$ cat src/include/srsf_pkg.sv
// Purpose: shared constants for the serial receive status flag block
// Assumes: 8-bit register port, one clock
// Notes:   offsets are word indexes on the plain register port
package srsf_pkg;
  localparam logic [3:0] SRSF_OFS_STATUS  = 4'h0;
  localparam logic [3:0] SRSF_OFS_CONTROL = 4'h1;
  localparam logic [3:0] SRSF_OFS_RXDATA  = 4'h2;
  localparam logic [3:0] SRSF_OFS_IRQ_ST  = 4'h3;
  localparam logic [3:0] SRSF_OFS_IRQ_EN  = 4'h4;
  localparam logic [3:0] SRSF_OFS_IRQ_CLR = 4'h5;
  localparam int SRSF_BIT_RX_FULL  = 6;
  localparam int SRSF_BIT_OVERRUN  = 5;
  localparam int SRSF_BIT_FRAMING  = 4;
  localparam int SRSF_BIT_PARITY   = 3;
  localparam int SRSF_CTL_RX_EN    = 0;
  localparam int SRSF_CTL_RX_IE    = 1;
  localparam int SRSF_CTL_SYNC     = 2;
  localparam int SRSF_CTL_DMA      = 3;
  localparam int SRSF_IRQ_RX_FULL  = 0;
  localparam int SRSF_IRQ_OVERRUN  = 1;
  localparam int SRSF_IRQ_ERROR    = 2;
  localparam int SRSF_IRQ_W        = 3;
  localparam logic [7:0] SRSF_RST_STATUS  = 8'h00;
  localparam logic [7:0] SRSF_RST_CONTROL = 8'h00;
  localparam logic [7:0] SRSF_RST_DATA    = 8'h00;
endpackage : srsf_pkg

$ cat src/core/srsf_flag.sv
// Purpose: one clear-only status flag with read-of-one arming
// Assumes: reads and writes come from the register port on the same clock
// Notes:   hardware set wins over any clear in the same cycle
`timescale 1ns/10ps
module srsf_flag (
  input  wire logic core_clk_in,
  input  wire logic rst_n_in,
  input  wire logic set_in,
  input  wire logic rd_in,
  input  wire logic wr_zero_in,
  input  wire logic hw_clr_in,
  output logic      flag_out
);
  logic armed_reg;
  logic armed_next;
  logic flag_next;
  // arm on a read that sees 1; a write of 0 clears only when armed
  assign flag_next  = set_in ? 1'b1 : ((wr_zero_in && armed_reg) || hw_clr_in) ? 1'b0 : flag_out;
  assign armed_next = set_in ? 1'b0 : (rd_in && flag_out) ? 1'b1
                    : (wr_zero_in || !flag_out) ? 1'b0 : armed_reg;
  always_ff @(posedge core_clk_in or negedge rst_n_in) begin
    if (!rst_n_in) begin
      flag_out  <= 1'b0;
      armed_reg <= 1'b0;
    end else begin
      flag_out  <= flag_next;
      armed_reg <= armed_next;
    end
  end
endmodule : srsf_flag

$ cat src/core/srsf_sync.sv
// Purpose: two flip-flop synchroniser for pin-level inputs
// Assumes: asynchronous active-low reset
// Notes:   first stage read only by second stage
`timescale 1ns/10ps
module srsf_sync #(
  parameter int W = 1
) (
  input  wire logic         core_clk_in,
  input  wire logic         rst_n_in,
  input  wire logic [W-1:0] d_in,
  output logic      [W-1:0] q_out
);
  logic [W-1:0] meta_reg;
  always_ff @(posedge core_clk_in or negedge rst_n_in) begin
    if (!rst_n_in) begin
      meta_reg <= '0;
      q_out    <= '0;
    end else begin
      meta_reg <= d_in;
      q_out    <= meta_reg;
    end
  end
endmodule : srsf_sync

$ cat src/core/srsf_top.sv
// Purpose: receive-full and overrun status flags of a serial interface
// Assumes: receiver core delivers a completion toggle with word and errors
// Notes:   line-side event inputs arrive from another domain and are synchronised
// How it works
// - a clean completion moves the shift word into the data register and sets receive-full
// - receive-full clears on a 0 write only after software has read it as 1
// - a dma read of the data register driven by the receive request clears receive-full
// - clearing the receive enable leaves receive-full untouched
// - a completion while receive-full is 1 is an overrun and the new word is dropped
// - overrun flag bit 5 sets on a completion while receive-full is 1
// - on overrun the data register keeps the earlier word
// - while the overrun flag is 1 no further reception is accepted
// - in clocked synchronous mode an overrun also halts transmission
// - overrun flag clears only on a 0 write after a read of 1
// - clearing the receive enable leaves the overrun flag untouched
// - an async framing or parity error moves the word but does not set receive-full
`timescale 1ns/10ps
module srsf_top
  import srsf_pkg::*;
#(
  parameter int DW = 8
) (
  input  wire logic          core_clk_in,
  input  wire logic          rst_n_in,
  input  wire logic [3:0]    addr_in,
  input  wire logic [7:0]    wdata_in,
  input  wire logic          wr_in,
  input  wire logic          rd_in,
  output logic      [7:0]    rdata_out,
  input  wire logic          rx_done_tgl_in,
  input  wire logic [DW-1:0] rx_shift_in,
  input  wire logic          rx_frame_err_in,
  input  wire logic          rx_parity_err_in,
  input  wire logic          dma_ack_in,
  output logic               rx_data_request_out,
  output logic               rx_hold_out,
  output logic               tx_hold_out,
  output logic               irq_out
);
  // line-side inputs: toggle per completion, word and errors held stable across it
  logic          done_sync;
  logic          done_prev_reg;
  logic [DW-1:0] shift_sync;
  logic          ferr_sync;
  logic          perr_sync;
  srsf_sync #(.W(1)) u_sync_done (
    .core_clk_in (core_clk_in),
    .rst_n_in    (rst_n_in),
    .d_in        (rx_done_tgl_in),
    .q_out       (done_sync)
  );
  srsf_sync #(.W(DW + 2)) u_sync_data (
    .core_clk_in (core_clk_in),
    .rst_n_in    (rst_n_in),
    .d_in        ({rx_frame_err_in, rx_parity_err_in, rx_shift_in}),
    .q_out       ({ferr_sync, perr_sync, shift_sync})
  );

  logic [7:0]    control_reg;
  logic [DW-1:0] rx_data_reg;
  logic [SRSF_IRQ_W-1:0] irq_st_reg;
  logic [SRSF_IRQ_W-1:0] irq_en_reg;
  logic          rx_full_flag;
  logic          overrun_error_flag;
  logic          framing_error_flag;
  logic          parity_error_flag;

  wire rx_enable_bit = control_reg[SRSF_CTL_RX_EN];
  wire sync_mode     = control_reg[SRSF_CTL_SYNC];
  wire dma_mode      = control_reg[SRSF_CTL_DMA];

  wire rx_done       = done_sync ^ done_prev_reg;
  wire any_err       = overrun_error_flag || framing_error_flag || parity_error_flag;
  wire rx_accept     = rx_done && rx_enable_bit && !any_err;
  wire async_err     = !sync_mode && (ferr_sync || perr_sync);
  wire is_overrun    = rx_accept && rx_full_flag;
  wire clean_done    = rx_accept && !rx_full_flag && !async_err;
  wire err_done      = rx_accept && !rx_full_flag && async_err;
  wire load_data     = clean_done || err_done;

  wire sel_status    = addr_in == SRSF_OFS_STATUS;
  wire sel_control   = addr_in == SRSF_OFS_CONTROL;
  wire sel_rxdata    = addr_in == SRSF_OFS_RXDATA;
  wire sel_irq_st    = addr_in == SRSF_OFS_IRQ_ST;
  wire sel_irq_en    = addr_in == SRSF_OFS_IRQ_EN;
  wire sel_irq_clr   = addr_in == SRSF_OFS_IRQ_CLR;
  wire st_rd         = rd_in && sel_status;
  wire st_wr         = wr_in && sel_status;
  wire dma_clr       = dma_mode && rx_data_request_out && dma_ack_in;

  wire [7:0] status_view = {1'b0, rx_full_flag, overrun_error_flag,
                            framing_error_flag, parity_error_flag, 3'h0};
  wire [7:0] rdata_next  = !rd_in      ? 8'h00 :
                           sel_status  ? status_view :
                           sel_control ? control_reg :
                           sel_rxdata  ? 8'(rx_data_reg) :
                           sel_irq_st  ? 8'(irq_st_reg) :
                           sel_irq_en  ? 8'(irq_en_reg) : 8'h00;

  // receive enable does not reach any flag clear path
  srsf_flag u_full (
    .core_clk_in (core_clk_in),
    .rst_n_in    (rst_n_in),
    .set_in      (clean_done),
    .rd_in       (st_rd),
    .wr_zero_in  (st_wr && !wdata_in[SRSF_BIT_RX_FULL]),
    .hw_clr_in   (dma_clr),
    .flag_out    (rx_full_flag)
  );
  srsf_flag u_overrun (
    .core_clk_in (core_clk_in),
    .rst_n_in    (rst_n_in),
    .set_in      (is_overrun),
    .rd_in       (st_rd),
    .wr_zero_in  (st_wr && !wdata_in[SRSF_BIT_OVERRUN]),
    .hw_clr_in   (1'b0),
    .flag_out    (overrun_error_flag)
  );
  srsf_flag u_framing (
    .core_clk_in (core_clk_in),
    .rst_n_in    (rst_n_in),
    .set_in      (err_done && ferr_sync),
    .rd_in       (st_rd),
    .wr_zero_in  (st_wr && !wdata_in[SRSF_BIT_FRAMING]),
    .hw_clr_in   (1'b0),
    .flag_out    (framing_error_flag)
  );
  srsf_flag u_parity (
    .core_clk_in (core_clk_in),
    .rst_n_in    (rst_n_in),
    .set_in      (err_done && perr_sync),
    .rd_in       (st_rd),
    .wr_zero_in  (st_wr && !wdata_in[SRSF_BIT_PARITY]),
    .hw_clr_in   (1'b0),
    .flag_out    (parity_error_flag)
  );

  wire [SRSF_IRQ_W-1:0] irq_set  = {err_done, is_overrun, clean_done};
  wire [SRSF_IRQ_W-1:0] irq_clr  = (wr_in && sel_irq_clr) ? wdata_in[SRSF_IRQ_W-1:0] : '0;
  wire [SRSF_IRQ_W-1:0] irq_st_next = irq_set | (irq_st_reg & ~irq_clr);
  wire rx_req_next = rx_full_flag && !dma_clr && control_reg[SRSF_CTL_RX_IE];
  wire tx_hold_next = sync_mode && (overrun_error_flag || is_overrun);
  wire rx_hold_next = any_err || is_overrun || err_done;

  always_ff @(posedge core_clk_in or negedge rst_n_in) begin
    if (!rst_n_in) begin
      done_prev_reg <= 1'b0;
      control_reg   <= SRSF_RST_CONTROL;
      rx_data_reg   <= DW'(SRSF_RST_DATA);
      irq_en_reg    <= '0;
    end else begin
      done_prev_reg <= done_sync;
      if (wr_in && sel_control) begin
        control_reg <= wdata_in;
      end
      if (wr_in && sel_irq_en) begin
        irq_en_reg <= wdata_in[SRSF_IRQ_W-1:0];
      end
      if (load_data) begin
        rx_data_reg <= shift_sync;
      end
    end
  end

  always_ff @(posedge core_clk_in or negedge rst_n_in) begin
    if (!rst_n_in) begin
      irq_st_reg          <= '0;
      rdata_out           <= 8'h00;
      rx_data_request_out <= 1'b0;
      rx_hold_out         <= 1'b0;
      tx_hold_out         <= 1'b0;
      irq_out             <= 1'b0;
    end else begin
      irq_st_reg          <= irq_st_next;
      rdata_out           <= rdata_next;
      rx_data_request_out <= rx_req_next;
      rx_hold_out         <= rx_hold_next;
      tx_hold_out         <= tx_hold_next;
      irq_out             <= |(irq_st_next & irq_en_reg);
    end
  end
endmodule : srsf_top

$ cat config.mk
export PLATFORM = sky130hd
export DESIGN_NAME = srsf_top
export DESIGN_NICKNAME = d
export VERILOG_FILES = /design/src/include/srsf_pkg.sv /design/src/core/srsf_flag.sv /design/src/core/srsf_sync.sv /design/src/core/srsf_top.sv
export SDC_FILE = /design/constraint.sdc
export NUM_CORES = 1
export LEC_CHECK = 0
export BUFFER_PORTS_ARGS = -buffer_cell sky130_fd_sc_hd__buf_2
export CAP_MARGIN = 0
export CORE_ASPECT_RATIO = 0.8
export CORE_MARGIN = 1
export CORE_UTILIZATION = 25
export CTS_CLUSTER_SIZE = 14
export DETAILED_ROUTE_END_ITERATION = 10
export GPL_TIMING_DRIVEN = 0
export HOLD_SLACK_MARGIN = 0.05
export PLACE_DENSITY = 0.48
export SLEW_MARGIN = 20
export SYNTH_ARGS = -nofsm -noshare
export SYNTH_HDL_FRONTEND = slang
export SYNTH_SLANG_ARGS = --single-unit
export TNS_END_PERCENT = 20
$ cat constraint.sdc
create_clock -name core_clk_in -period 3.34 [get_ports core_clk_in]
set_input_delay 0 -clock core_clk_in [delete_from_list [all_inputs] [get_ports core_clk_in]]
set_output_delay 0 -clock core_clk_in [all_outputs]
set_load 0.01 [all_outputs]
Word level (Yosys, flattened, before mapping)
Index checks and enable logic that the tools add are counted.
{ "word_totals": {"register_bits": 65, "latchBits": 0, "ramBits": 0, "rom_bits": 0, "input_bits": 28, "output_inout_bits": 12, "wordCells": 124, "n_memories": 0} }
{ "op_classes": {"addsub": 0, "n_mul": 0, "div_mod_pow": 0, "order_cmp": 0, "eq_ne": 5, "n_shift": 0, "n_mux": 27, "bitwise_logic": 5, "n_reduce_logical": 65} }
{ "ops": {"columns": ["op", "n"], "rows": [
  ["two-way mux 8 bit", 4],
  ["logical AND 1 bit", 31],
  ["two-way mux 1 bit", 20],
  ["logical NOT 1 bit", 12],
  ["logical OR 1 bit", 12],
  ["nonzero test 3 bit", 4],
  ["two-way mux 3 bit", 3],
  ["equality test 4 x 2 -> 1 bit, second input constant", 2],
  ["equality test 4 x 3 -> 1 bit, second input constant", 2],
  ["nonzero test 2 bit", 4],
  ["AND 3 bit", 2],
  ["equality test 4 x 1 -> 1 bit, second input constant", 1],
  ["logical NOT 4 bit", 1],
  ["NOT 3 bit", 1],
  ["bitwise OR 3 bit", 1],
  ["OR reduction 3 bit", 1],
  ["bitwise XOR 1 bit", 1]
]} }

Logic depth before layout (Yosys ltp)
Gate-level depths: netlist of run 1.
{ "depth": {"word_depth": 9, "ltp_mapped": 6, "ltp_nobuf": 4} }

Hierarchy
A second synthesis of run 1 with hierarchy kept.
{ "hier_totals": {"cells_unflattened": 195, "hier_area_um2": 2511.2} }
{ "modules_own_cells": {"columns": ["mod", "instances", "cells_per_inst", "area_each_um2", "seq_area_each_um2"], "rows": [
  ["srsf_top", 1, 141, 1615.3, 875.8],
  ["srsf_sync at u_sync_data", 1, 20, 500.5, 500.5],
  ["srsf_flag", 4, 8, 86.3, 50.0],
  ["srsf_sync at u_sync_done", 1, 2, 50.0, 50.0]
]} }

Worst setup path before layout of run 1
No wires, ideal clock.
{ "synth_timing": {"kind": "flip-flop to flip-flop", "start": "register u_framing.flag_out", "end": "register rx_data_reg[0]", "setup_ns": 0.125, "arrival_ns": 1.359, "t_required_ns": 3.215, "setup_slack_ns": 1.856, "stages_incl_launch_ff": 5, "n_path_buf": 1, "synth_period_minus_slack_ns": 1.484, "cell_sequence": "dfrtp_1 nor3_1 and4b_1 buf_4 mux2_2"} }
{ "synth_via": {"elab_chain_len": 7, "word_cells_on_any_way": 8, "cone_classes": "reduce/logical (8)"} }
{ "synth_lines": {"columns": ["element", "line", "rtl"], "rows": [
  ["start, declared", "srsf_flag.sv:12", "output logic flag_out"],
  ["start signal, assigned", "srsf_flag.sv:26", "flag_out <= flag_next;"],
  ["logical OR 1 bit (*) (2 in a row)", "srsf_top.sv:73", "wire any_err = overrun_error_flag || framing_error_flag || parity_error_flag;"],
  ["logical NOT 1 bit (*)", "srsf_top.sv:74", "wire rx_accept = rx_done && rx_enable_bit && !any_err;"],
  ["logical AND 1 bit (*)", "srsf_top.sv:74", null],
  ["logical AND 1 bit (*)", "srsf_top.sv:77, srsf_top.sv:78", null],
  ["logical AND 1 bit (on tied branches)", "srsf_top.sv:77, srsf_top.sv:78", null],
  ["logical OR 1 bit (*)", "srsf_top.sv:79", "wire load_data = clean_done || err_done;"],
  ["end signal, assigned", "srsf_top.sv:149", "rx_data_reg <= DW'(SRSF_RST_DATA);"],
  ["end signal, assigned", "srsf_top.sv:160", "rx_data_reg <= shift_sync;"],
  ["end, declared", "srsf_top.sv:60", "logic [DW-1:0] rx_data_reg;"]
]} }
Mark *: on every way between the ends. The rest lies on a longest branch, timed or not.
A chain may end at the register's enable or synchronous reset.

Final worst setup path of run 1
Ends and elaborated chain as after synthesis.

==> flow_metrics.env, run 1 <==
export IMPL_worst_r2r_cell_count=4
export IMPL_cts_setup_buffers=0
export IMPL_peakVddDrop_v=0.000243
export IMPL_synth_seq_cells=65
export IMPL_gp_congestion=0.765
export IMPL_yosys_area_share_xor_xnor_pct=0.362
export IMPL_slew_headroom_pct=66.1
export IMPL_cts_resized=0
export IMPL_rrSetupSlack_ns=1.61
export IMPL_fp_dieW_um=112
export IMPL_cts_buffers=9
export IMPL_regArea_mm2=0.00163
export IMPL_slew_violations=0
export IMPL_final_common_cell="dfrtp_1"
export IMPL_io_buffers=38
export IMPL_drive_gt1_share_pct=30.8
export IMPL_antenna_found_initial=0
export IMPL_route_detailed_drc=3
export IMPL_syn_inst=172
export IMPL_fin_setup_tns_ns=0
export IMPL_place_hpwl_mm=3.74
export IMPL_min_to="u_parity.flag_out$_DFFE_PN0P_"
export IMPL_power_density_mw_per_mm2=658
export IMPL_dr_pass1_iters=7
export IMPL_multiInputGateArea_um2=747
export IMPL_start_util_pct=26.2
export IMPL_layout_common_cells="dfrtp_1 (65), buf_2 (37), dlygate4sd3_1 (23)"
export IMPL_cp_data_arrival_time_ns=1.94
export IMPL_whs_ns=0.0743
export IMPL_total_leakage_power_nw=1.51
export IMPL_setup_viol=0
export IMPL_finalWirelength_mm=5.34
export IMPL_die_h_um=90.0
export IMPL_std_cell_rows=31
export IMPL_io_pins=40
export IMPL_crit_path_start_kind="flop"
export IMPL_tightest_slew_ns=0.505
export IMPL_cp_required_ns=3.55
export IMPL_endpoint_kind="flop"
export IMPL_period_minus_slack_ns=1.73
export IMPL_final_util_pct=35.3
export IMPL_ys_seq_area_share_pct=67.3
export IMPL_core_mm2=0.00923
export IMPL_diodes=0
export IMPL_postCtsHoldBufs=23
export IMPL_hp_start="wr_in"
export IMPL_cts_tree="yes"
export IMPL_nets=273
export IMPL_fillers=936
export IMPL_holdPathStages=3
export IMPL_areaGrowthSynthToFinish_pct=34.7
export IMPL_antenna_left=0
export IMPL_fin_skew_ns=0.00429
export IMPL_die_area_mm2=0.0101
export IMPL_synth_top_family_by_area="simple AND/OR/NAND/NOR gates"
export IMPL_r2r_end="rx_data_reg[0]$_DFFE_PN0P_"
export IMPL_hp_class="primary input to flop"
export IMPL_synth_cell_type_count=36
export IMPL_cts_root_buf="clkbuf_16"
export IMPL_timing_final_crit_share_pct=51.8
export IMPL_violations="design-rule violations"
export IMPL_rsz0062_at_grt="no"
export IMPL_viasPerCell=4.52
export IMPL_max_freq_mhz=578
export IMPL_synth_area_mux_share_pct=10.1
export IMPL_syn_nets=200
export IMPL_synth_area_per_cell_um2=14.1
export IMPL_clockBufferDepth=2
export IMPL_status="finished, violations left"
export IMPL_grt_max_degree=34
export IMPL_first_global_vias=1698
export IMPL_crit_type="flop to flop"
export IMPL_h_tree_depth=3
export IMPL_wl_per_cell_um=14.8
export IMPL_synth_simple_gate_area_share_pct=10.5
export IMPL_syn_area_mm2=0.00242
export IMPL_maxCapViolCount=0
export IMPL_dr_total_vias=1638
export IMPL_clk_pin_slew_ns=0.05
export IMPL_track_usage_pct=12.1
export IMPL_grt_overflow=0
export IMPL_yosysWarnings=0
export IMPL_cts_sinks=65
export IMPL_finalHoldViolations=0
export IMPL_crit_fanout=10
export IMPL_reg2reg_from="u_framing.flag_out$_DFFE_PN0P_"
export IMPL_insertion_delay_ns=0.32
export IMPL_synthAdderAreaFrac_pct=0
export IMPL_grt_pass1_wl_mm=9.00
export IMPL_synth_compound_area_share_pct=9.98
export IMPL_drt_iter0_drc=100
-- how the worst max path moves through the flow --
| stage | from | end | slack, ns | depth (start not counted) |
|---|---|---|---|---|
| after detailed placement | u_framing.flag_out$_DFFE_PN0P_ | rx_data_reg[3]$_DFFE_PN0P_ | 1.64 | 4 |
| after global routing | u_framing.flag_out$_DFFE_PN0P_ | rx_hold_out$_DFF_PN0_ | 1.54 | 5 |
| after floorplan | u_framing.flag_out$_DFFE_PN0P_ | rx_data_reg[0]$_DFFE_PN0P_ | 1.86 | 4 |
| after global placement | u_framing.flag_out$_DFFE_PN0P_ | rx_data_reg[4]$_DFFE_PN0P_ | 1.64 | 4 |
| after CTS | u_framing.flag_out$_DFFE_PN0P_ | rx_data_reg[0]$_DFFE_PN0P_ | 1.62 | 4 |
| final | u_framing.flag_out$_DFFE_PN0P_ | rx_data_reg[0]$_DFFE_PN0P_ | 1.61 | 4 |
-- area by class of cell --
class,instances,area share (%)
Buffer,3,0.922
Clock buffer,12,7.57
Clock inverter,1,0.154
Inverter,4,0.461
Multi-Input combinational cell,100,22.9
Sequential cell,65,49.9
Tap cell,115,4.42
Timing Repair Buffer,62,13.6
-- worst max-delay path: stages, from the launching register on --
cell and delay, ns:
dfrtp_1 0.41, nor3_1 0.33, and4b_1 0.29, buf_4 0.22
mux2_2 0.35
-- cells in the mapped netlist --
master	instances	area, µm²
nor3_1	1	5.00
o21bai_1	1	7.51
nand3_1	3	15.0
and3b_1	1	8.76
a2111o_1	1	11.3
nor4_2	1	12.5
and2_1	2	12.5
nor2_1	6	22.5
o32a_1	3	30.0
o21ai_0	7	35.0
dfrtp_1	65	1630
and4b_1	1	10.0
xor2_1	1	8.76
mux2i_1	3	30.0
nand3b_1	1	7.51
o311ai_1	1	8.76
a21boi_1	3	22.5
nand2_1	15	56.3
o21ai_1	1	5.00
nor2b_4	1	13.8
a22o_1	3	26.3
buf_6	2	22.5
o22ai_1	1	6.26
nand4b_1	2	17.5
mux2_2	19	214
nor2b_1	3	18.8
nand3_2	2	20.0
buf_4	1	7.51
nand4_1	1	6.26
inv_1	4	15.0
and3_1	3	18.8
nor3b_1	1	7.51
a21oi_1	1	5.00
a31o_1	1	8.76
a22oi_1	8	60.1
a21boi_0	2	15.0
-- power breakdown --
group	switching, mW	internal (mW)	total [mW]
clock	0.296	0.507	0.803
sequential	0.0938	0.935	1.03
combinational	0.136	0.176	0.312
total	0.526	1.62	2.14
-- through the flow --
stage               instances  total power, mW  setup slack (ns)  area, µm²
CTS                       362             2.18              1.62       3260
global route              362             2.27              1.54       3260
finish                    362             2.14              1.61       3260
global placement          325             1.32              1.64       2750
detailed placement        326             1.33              1.64       2780
floorplan                 172             1.20              1.86       2420
-- per-layer routing --
layer,track usage (%),vias to the layer above,routed length [µm]
met2,15.8,47,2160
met5,0,-,0
met4,4.89,0,76
met3,5.06,7,344
met1,17.4,819,2770
li1,-,765,-
-- logic make-up after synthesis --
logic type	count (synthesis)
mux	22
simple gates	44
xor+xnor	1
compound gates	33
flops	65
buf+inv	7
No activity file was read; power rests on OpenSTA's default activity.
==> inputs of run 2 (changes only) <==
--- a/config.mk
+++ b/config.mk
@@ -14,7 +14,7 @@
 export DETAILED_ROUTE_END_ITERATION = 10
 export GPL_TIMING_DRIVEN = 0
 export HOLD_SLACK_MARGIN = 0.05
-export PLACE_DENSITY = 0.48
+export PLACE_DENSITY = 0.49
 export SLEW_MARGIN = 20
 export SYNTH_ARGS = -nofsm -noshare
 export SYNTH_HDL_FRONTEND = slang
==> constraint.sdc (replaced) <==
create_clock -name core_clk_in -period 1.45 [get_ports core_clk_in]
set_input_delay 0 -clock core_clk_in [delete_from_list [all_inputs] [get_ports core_clk_in]]
set_output_delay 0 -clock core_clk_in [all_outputs]
set_load 0.01 [all_outputs]
==> run 2 against run 1 <==
  * Clock skew barely moved
  * Via count rose by 1.4%
  * Worst setup slack got worse by 1.7 ns
  * Global-route usage rose by 0.10 points
  * The flow finishes with violations (design-rule violations, negative setup slack)
  * Utilization rose by 1.6 points
  * Cell count rose by 2.8%
  * Highest routed layer unchanged
  * Clock power rose to 2.6 times the previous value
==> flow_metrics.env, run 2 (synthesis results as in run 1) <==
export IMPL_fp_dieW_um=112
export IMPL_slowest_stage="dfrtp_1"
export IMPL_slew_violations=0
export IMPL_viasPerCell=4.47
export IMPL_reg2reg_from="u_overrun.flag_out$_DFFE_PN0P_"
export IMPL_pre_cts_slack_ns=-0.173
export IMPL_start_util_pct=26.2
export IMPL_slew_headroom_pct=67.2
export IMPL_endpoint_kind="flop"
export IMPL_cp_cell_sequence="nor3_2 > and4b_2 > buf_6 > mux2_2"
export IMPL_insertion_delay_ns=0.32
export IMPL_cp_data_arrival_time_ns=1.75
export IMPL_grt_overflow=0
export IMPL_io_buffers=38
export IMPL_switching_share_pct=23.8
export IMPL_fin_skew_ns=0.00434
export IMPL_h_tree_depth=3
export IMPL_maxCapViolCount=0
export IMPL_fin_ws_ns=-0.0856
export IMPL_place_hpwl_mm=3.63
export IMPL_max_freq_mhz=651
export IMPL_power_density_mw_per_mm2=1550
export IMPL_critPathMaxStageDelay_ns=0.41
export IMPL_io_pins=40
export IMPL_grt_pass1_wl_mm=9.11
export IMPL_cp_required_ns=1.66
export IMPL_gp_congestion=0.768
export IMPL_clockBufferDepth=2
export IMPL_internal_power_mw=4.03
export IMPL_violations="design-rule violations, negative setup slack"
export IMPL_setup_viol=9
export IMPL_diodes=0
export IMPL_die_h_um=90.0
export IMPL_dr_pass1_iters=7
export IMPL_crit_path_start_kind="flop"
export IMPL_power_switching_mw=1.26
export IMPL_drt_iter0_drc=49
export IMPL_wl_per_cell_um=14.5
export IMPL_antenna_found_initial=0
export IMPL_pwr_share_comb_pct=15.9
export IMPL_cts_sinks=65
export IMPL_core_mm2=0.00923
export IMPL_status="finished, violations left"
export IMPL_cts_buffers=9
export IMPL_antenna_left=0
export IMPL_final_common_cell="dfrtp_1"
export IMPL_whs_ns=0.0690
export IMPL_tightest_slew_ns=0.491
export IMPL_total_leakage_power_nw=1.58
export IMPL_crit_start="u_overrun.flag_out$_DFFE_PN0P_"
export IMPL_crit_fanout=5
export IMPL_period_minus_slack_ns=1.54
export IMPL_hp_class="primary input to flop"
export IMPL_nets=280
export IMPL_areaGrowthSynthToFinish_pct=40.7
export IMPL_timing_final_crit_share_pct=106
export IMPL_layout_common_cells="dfrtp_1 (65), buf_2 (37), dlygate4sd3_1 (25)"
export IMPL_clk_pin_slew_ns=0.05
export IMPL_peakVddDrop_v=0.000554
export IMPL_track_usage_pct=12.2
export IMPL_seqPwrFrac_pct=44.7
export IMPL_cts_root_buf="clkbuf_16"
export IMPL_first_global_vias=1709
export IMPL_finalWirelength_mm=5.39
export IMPL_p_clk_share_pct=39.5
export IMPL_cts_tree="yes"
export IMPL_placed_area_mm2=0.00279
export IMPL_hp_start="addr_in[3]"
export IMPL_rrSetupSlack_ns=-0.09
export IMPL_route_detailed_drc=2
export IMPL_die_area_mm2=0.0101
export IMPL_finalHoldViolations=0
export IMPL_drive_gt1_share_pct=33.5
export IMPL_dr_total_vias=1661
export IMPL_fin_area_mm2=0.00340
export IMPL_rsz0062_at_grt="yes"
export IMPL_grt_max_degree=56
export IMPL_crit_type="flop to flop"
export IMPL_std_cell_rows=31
[run 2: changes by cell type in the layout (fill, tap and decap cells not counted), sizes merged]
cell,delta
bufinv,+1
clkinv,+1
buf,+5
dlygate4sd3,+2
clkbuf,+1
[run 2: per-stage QoR]
| stage | power (mW) | utilization [%] | setup TNS, ns | cells |
|---|---|---|---|---|
| detailed placement | 3.07 | 30.2 | -1.84 | 326 |
| CTS | 5.36 | 36.8 | -0.880 | 372 |
| global route | 5.57 | 36.9 | -1.55 | 372 |
| finish | 5.29 | 36.9 | -0.649 | 372 |
| floorplan | 2.78 | - | -0.0214 | 172 |
| global placement | 3.05 | 29.9 | -1.79 | 325 |
[run 2: routing by layer]
layer	vias up	global-route usage [%]	share of wire (%)
met5	-	0	0
met4	0	5.67	1.4
met3	7	4.32	6.4
met2	52	16.9	42
met1	820	17.0	50
li1	782	-	-
[run 2: power by group through the flow]
stage	clock [mW]	combinational [mW]	sequential, mW
floorplan	0	0.433	2.34
global placement	0	0.668	2.39
detailed placement	0	0.681	2.39
CTS	2.17	0.829	2.36
global route	2.24	0.930	2.40
finish	2.09	0.838	2.36
[run 2: what timing repair did]
action / 4_1_cts / 5_1_grt
hold buffers: 25 / 0
endpoints found under the setup margin: 12 / 15
setup buffers: 4 / 0
hold endpoints to repair: 99 / 0
resized for setup: 9 / 4
gates cloned: 1 / 0
pin swaps: 4 / 5
[run 2: worst max-delay path, delay by kind of cell (launching register included)]
kind          cells  cell delay, ns
simple gates      2            0.53
flops             1            0.41
buf+inv           1            0.15
mux               1            0.33
[run 2: final timing paths]
kind                            depth (start not counted)                                end
worst max-delay path                                    4         rx_data_reg[5]$_DFFE_PN0P_
worst min-delay path                                    4             rdata_out[7]$_DFF_PN0_
worst max register to register                          4         rx_data_reg[5]$_DFFE_PN0P_
worst min register to register                          0     u_sync_data.q_out[3]$_DFF_PN0_
max in group asynchronous                               3  u_sync_data.meta_reg[3]$_DFF_PN0_
min in group asynchronous                               3  u_sync_data.meta_reg[0]$_DFF_PN0_
[run 2: area by class of cell]
cell class                 instances  area [µm²]
buffer                             3        33.8
multi-input combinational        100         782
inverter                           4        15.0
sequential                        65        1630
timing repair buffer              69         512
clock buffer                      13         250
fill                             922        5830
clock inverter                     3        40.0
tap                              115         144
==> inputs of run 3 (changes only) <==
--- a/config.mk
+++ b/config.mk
@@ -5,16 +5,17 @@
 export SDC_FILE = /design/constraint.sdc
 export NUM_CORES = 1
 export LEC_CHECK = 0
-export BUFFER_PORTS_ARGS = -buffer_cell sky130_fd_sc_hd__buf_2
 export CAP_MARGIN = 0
 export CORE_ASPECT_RATIO = 0.8
 export CORE_MARGIN = 1
 export CORE_UTILIZATION = 25
 export CTS_CLUSTER_SIZE = 14
 export DETAILED_ROUTE_END_ITERATION = 10
+export DONT_BUFFER_PORTS = 1
 export GPL_TIMING_DRIVEN = 0
 export HOLD_SLACK_MARGIN = 0.05
-export PLACE_DENSITY = 0.49
+export PLACE_DENSITY = 0.46
+export SKIP_LAST_GASP = 1
 export SLEW_MARGIN = 20
 export SYNTH_ARGS = -nofsm -noshare
 export SYNTH_HDL_FRONTEND = slang
==> run 3 against run 2 <==
  * Die area unchanged
  * Hold slack got worse by 0.70 ns
  * The flow finishes with violations (design-rule violations, negative hold slack, negative setup slack)
  * Highest routed layer unchanged
  * Register-to-register slack worse by 0.02 ns
==> flow_metrics.env, run 3 (synthesis results as in run 1) <==
export IMPL_core_mm2=0.00923
export IMPL_drive_gt1_share_pct=22.0
export IMPL_insertion_delay_ns=0.33
export IMPL_io_pins=40
export IMPL_std_cell_rows=31
export IMPL_cp_required_ns=1.65
export IMPL_timing_final_crit_share_pct=107
export IMPL_finalHoldViolations=65
export IMPL_clockBufferDepth=2
export IMPL_place_hpwl_mm=3.67
export IMPL_grt_max_degree=66
export IMPL_cp_data_arrival_time_ns=1.75
export IMPL_total_leakage_power_nw=1.44
export IMPL_fin_ws_ns=-0.101
export IMPL_nets=241
export IMPL_cts_tree="yes"
export IMPL_first_global_vias=1650
export IMPL_fin_skew_ns=0.00337
export IMPL_crit_type="flop to flop"
export IMPL_slew_violations=0
export IMPL_antenna_left=0
export IMPL_slew_headroom_pct=65.4
export IMPL_grt_overflow=0
export IMPL_cts_root_buf="clkbuf_16"
export IMPL_drt_iter0_drc=80
export IMPL_wl_per_cell_um=16.9
export IMPL_clk_pin_slew_ns=0.05
export IMPL_power_density_mw_per_mm2=1760
export IMPL_pre_cts_slack_ns=-0.179
export IMPL_cts_buffers=9
export IMPL_tightest_slew_ns=0.518
export IMPL_fillers=911
export IMPL_hp_class="primary input to asynchronous set/reset pin"
export IMPL_areaGrowthSynthToFinish_pct=36.1
export IMPL_placed_cells=287
export IMPL_final_util_pct=35.7
export IMPL_maxCapViolCount=0
export IMPL_die_area_mm2=0.0101
export IMPL_grt_pass1_wl_mm=9.24
export IMPL_antenna_found_initial=0
export IMPL_dr_pass1_iters=7
export IMPL_viasPerCell=4.66
export IMPL_period_minus_slack_ns=1.55
export IMPL_diodes=0
export IMPL_start_util_pct=26.2
export IMPL_finalWirelength_mm=5.62
export IMPL_layout_cells_non_filler=333
export IMPL_cts_sinks=65
export IMPL_layout_common_cells="dfrtp_1 (65), dlygate4sd3_1 (27), nand2_1 (15)"
export IMPL_max_freq_mhz=645
export IMPL_route_detailed_drc=2
export IMPL_final_common_cell="dfrtp_1"
export IMPL_dr_total_vias=1552
export IMPL_crit_fanout=4
export IMPL_rsz0062_at_grt="yes"
export IMPL_track_usage_pct=12.2
export IMPL_fp_dieW_um=112
export IMPL_h_tree_depth=3
export IMPL_gp_congestion=0.763
export IMPL_violations="design-rule violations, negative hold slack, negative setup slack"
export IMPL_setup_viol=13
export IMPL_endpoint_kind="flop"
export IMPL_die_h_um=90.0
export IMPL_io_buffers=0
export IMPL_status="finished, violations left"
export IMPL_crit_path_start_kind="flop"
export IMPL_peakVddDrop_v=0.000652
export IMPL_fin_setup_tns_ns=-0.811
export IMPL_whs_ns=-0.635
-- run 3: report_power, final --
group	switching (mW)	internal, mW
registers	0.254	2.15
clock network	0.759	1.94
logic	0.248	0.436
-- run 3: worst paths after layout --
| check | startpoint | to | slack [ns] | cells after the start |
|---|---|---|---|---|
| max | done_prev_reg$_DFF_PN0_ | irq_out$_DFF_PN0_ | -0.10 | 4 |
| min | rst_n_in | u_sync_data.meta_reg[0]$_DFF_PN0_ | -0.64 | 0 |
| max reg2reg | done_prev_reg$_DFF_PN0_ | irq_out$_DFF_PN0_ | -0.10 | 4 |
| min reg2reg | u_sync_data.meta_reg[7]$_DFF_PN0_ | u_sync_data.q_out[7]$_DFF_PN0_ | 0.34 | 0 |
| max in group asynchronous | rst_n_in | irq_out$_DFF_PN0_ | 1.97 | 0 |
| min in group core_clk_in | addr_in[1] | irq_en_reg[1]$_DFFE_PN0P_ | 0.06 | 3 |
-- run 3: per-stage QoR --
stage          cell area [µm²]  hold WS [ns]  total power, mW
3_5_place_dp              2570        -0.294             2.95
4_1_cts                   3240        -0.647             5.80
5_1_grt                   3290        -0.649             6.05
2_1_floorplan             2420        -0.296             2.78
6_report                  3290        -0.635             5.79
3_3_place_gp              2570        -0.294             2.94
-- run 3: routing by layer --
metal	global-route usage, %	up-vias	wire length (µm)
li1	-	704	-
met3	4.52	9	370
met4	5.56	0	104
met2	16.5	55	2490
met5	0	-	0
met1	17.3	784	2660
-- run 3: timing repair --
| action | in CTS | in global routing |
|---|---|---|
| pin swaps | 4 | 2 |
| hold buffers | 26 | 1 |
| gates resized for setup | 5 | 10 |
| endpoints found under the hold margin | 108 | 73 |
| gates cloned | 1 | 0 |
| endpoints found under the setup margin | 12 | 19 |
| buffers inserted | 2 | 0 |
-- run 3: area by class of cell --
type | instances | area (µm²) | area share, %
Clock inverter | 5 | 125 | 3.80
Multi-Input combinational cell | 100 | 795 | 24.1
Timing Repair Buffer | 30 | 297 | 9.01
Buffer | 3 | 37.5 | 1.14
Inverter | 4 | 15.0 | 0.456
Sequential cell | 65 | 1630 | 49.4
Clock buffer | 11 | 253 | 7.68
Tap cell | 115 | 144 | 4.37
-- run 3: critical path, stage by stage, from the launching register on --
cell,delay [ns]
dfrtp_1,0.37
xor2_1,0.17
and4b_2,0.29
a22o_1,0.23
a2111o_1,0.36
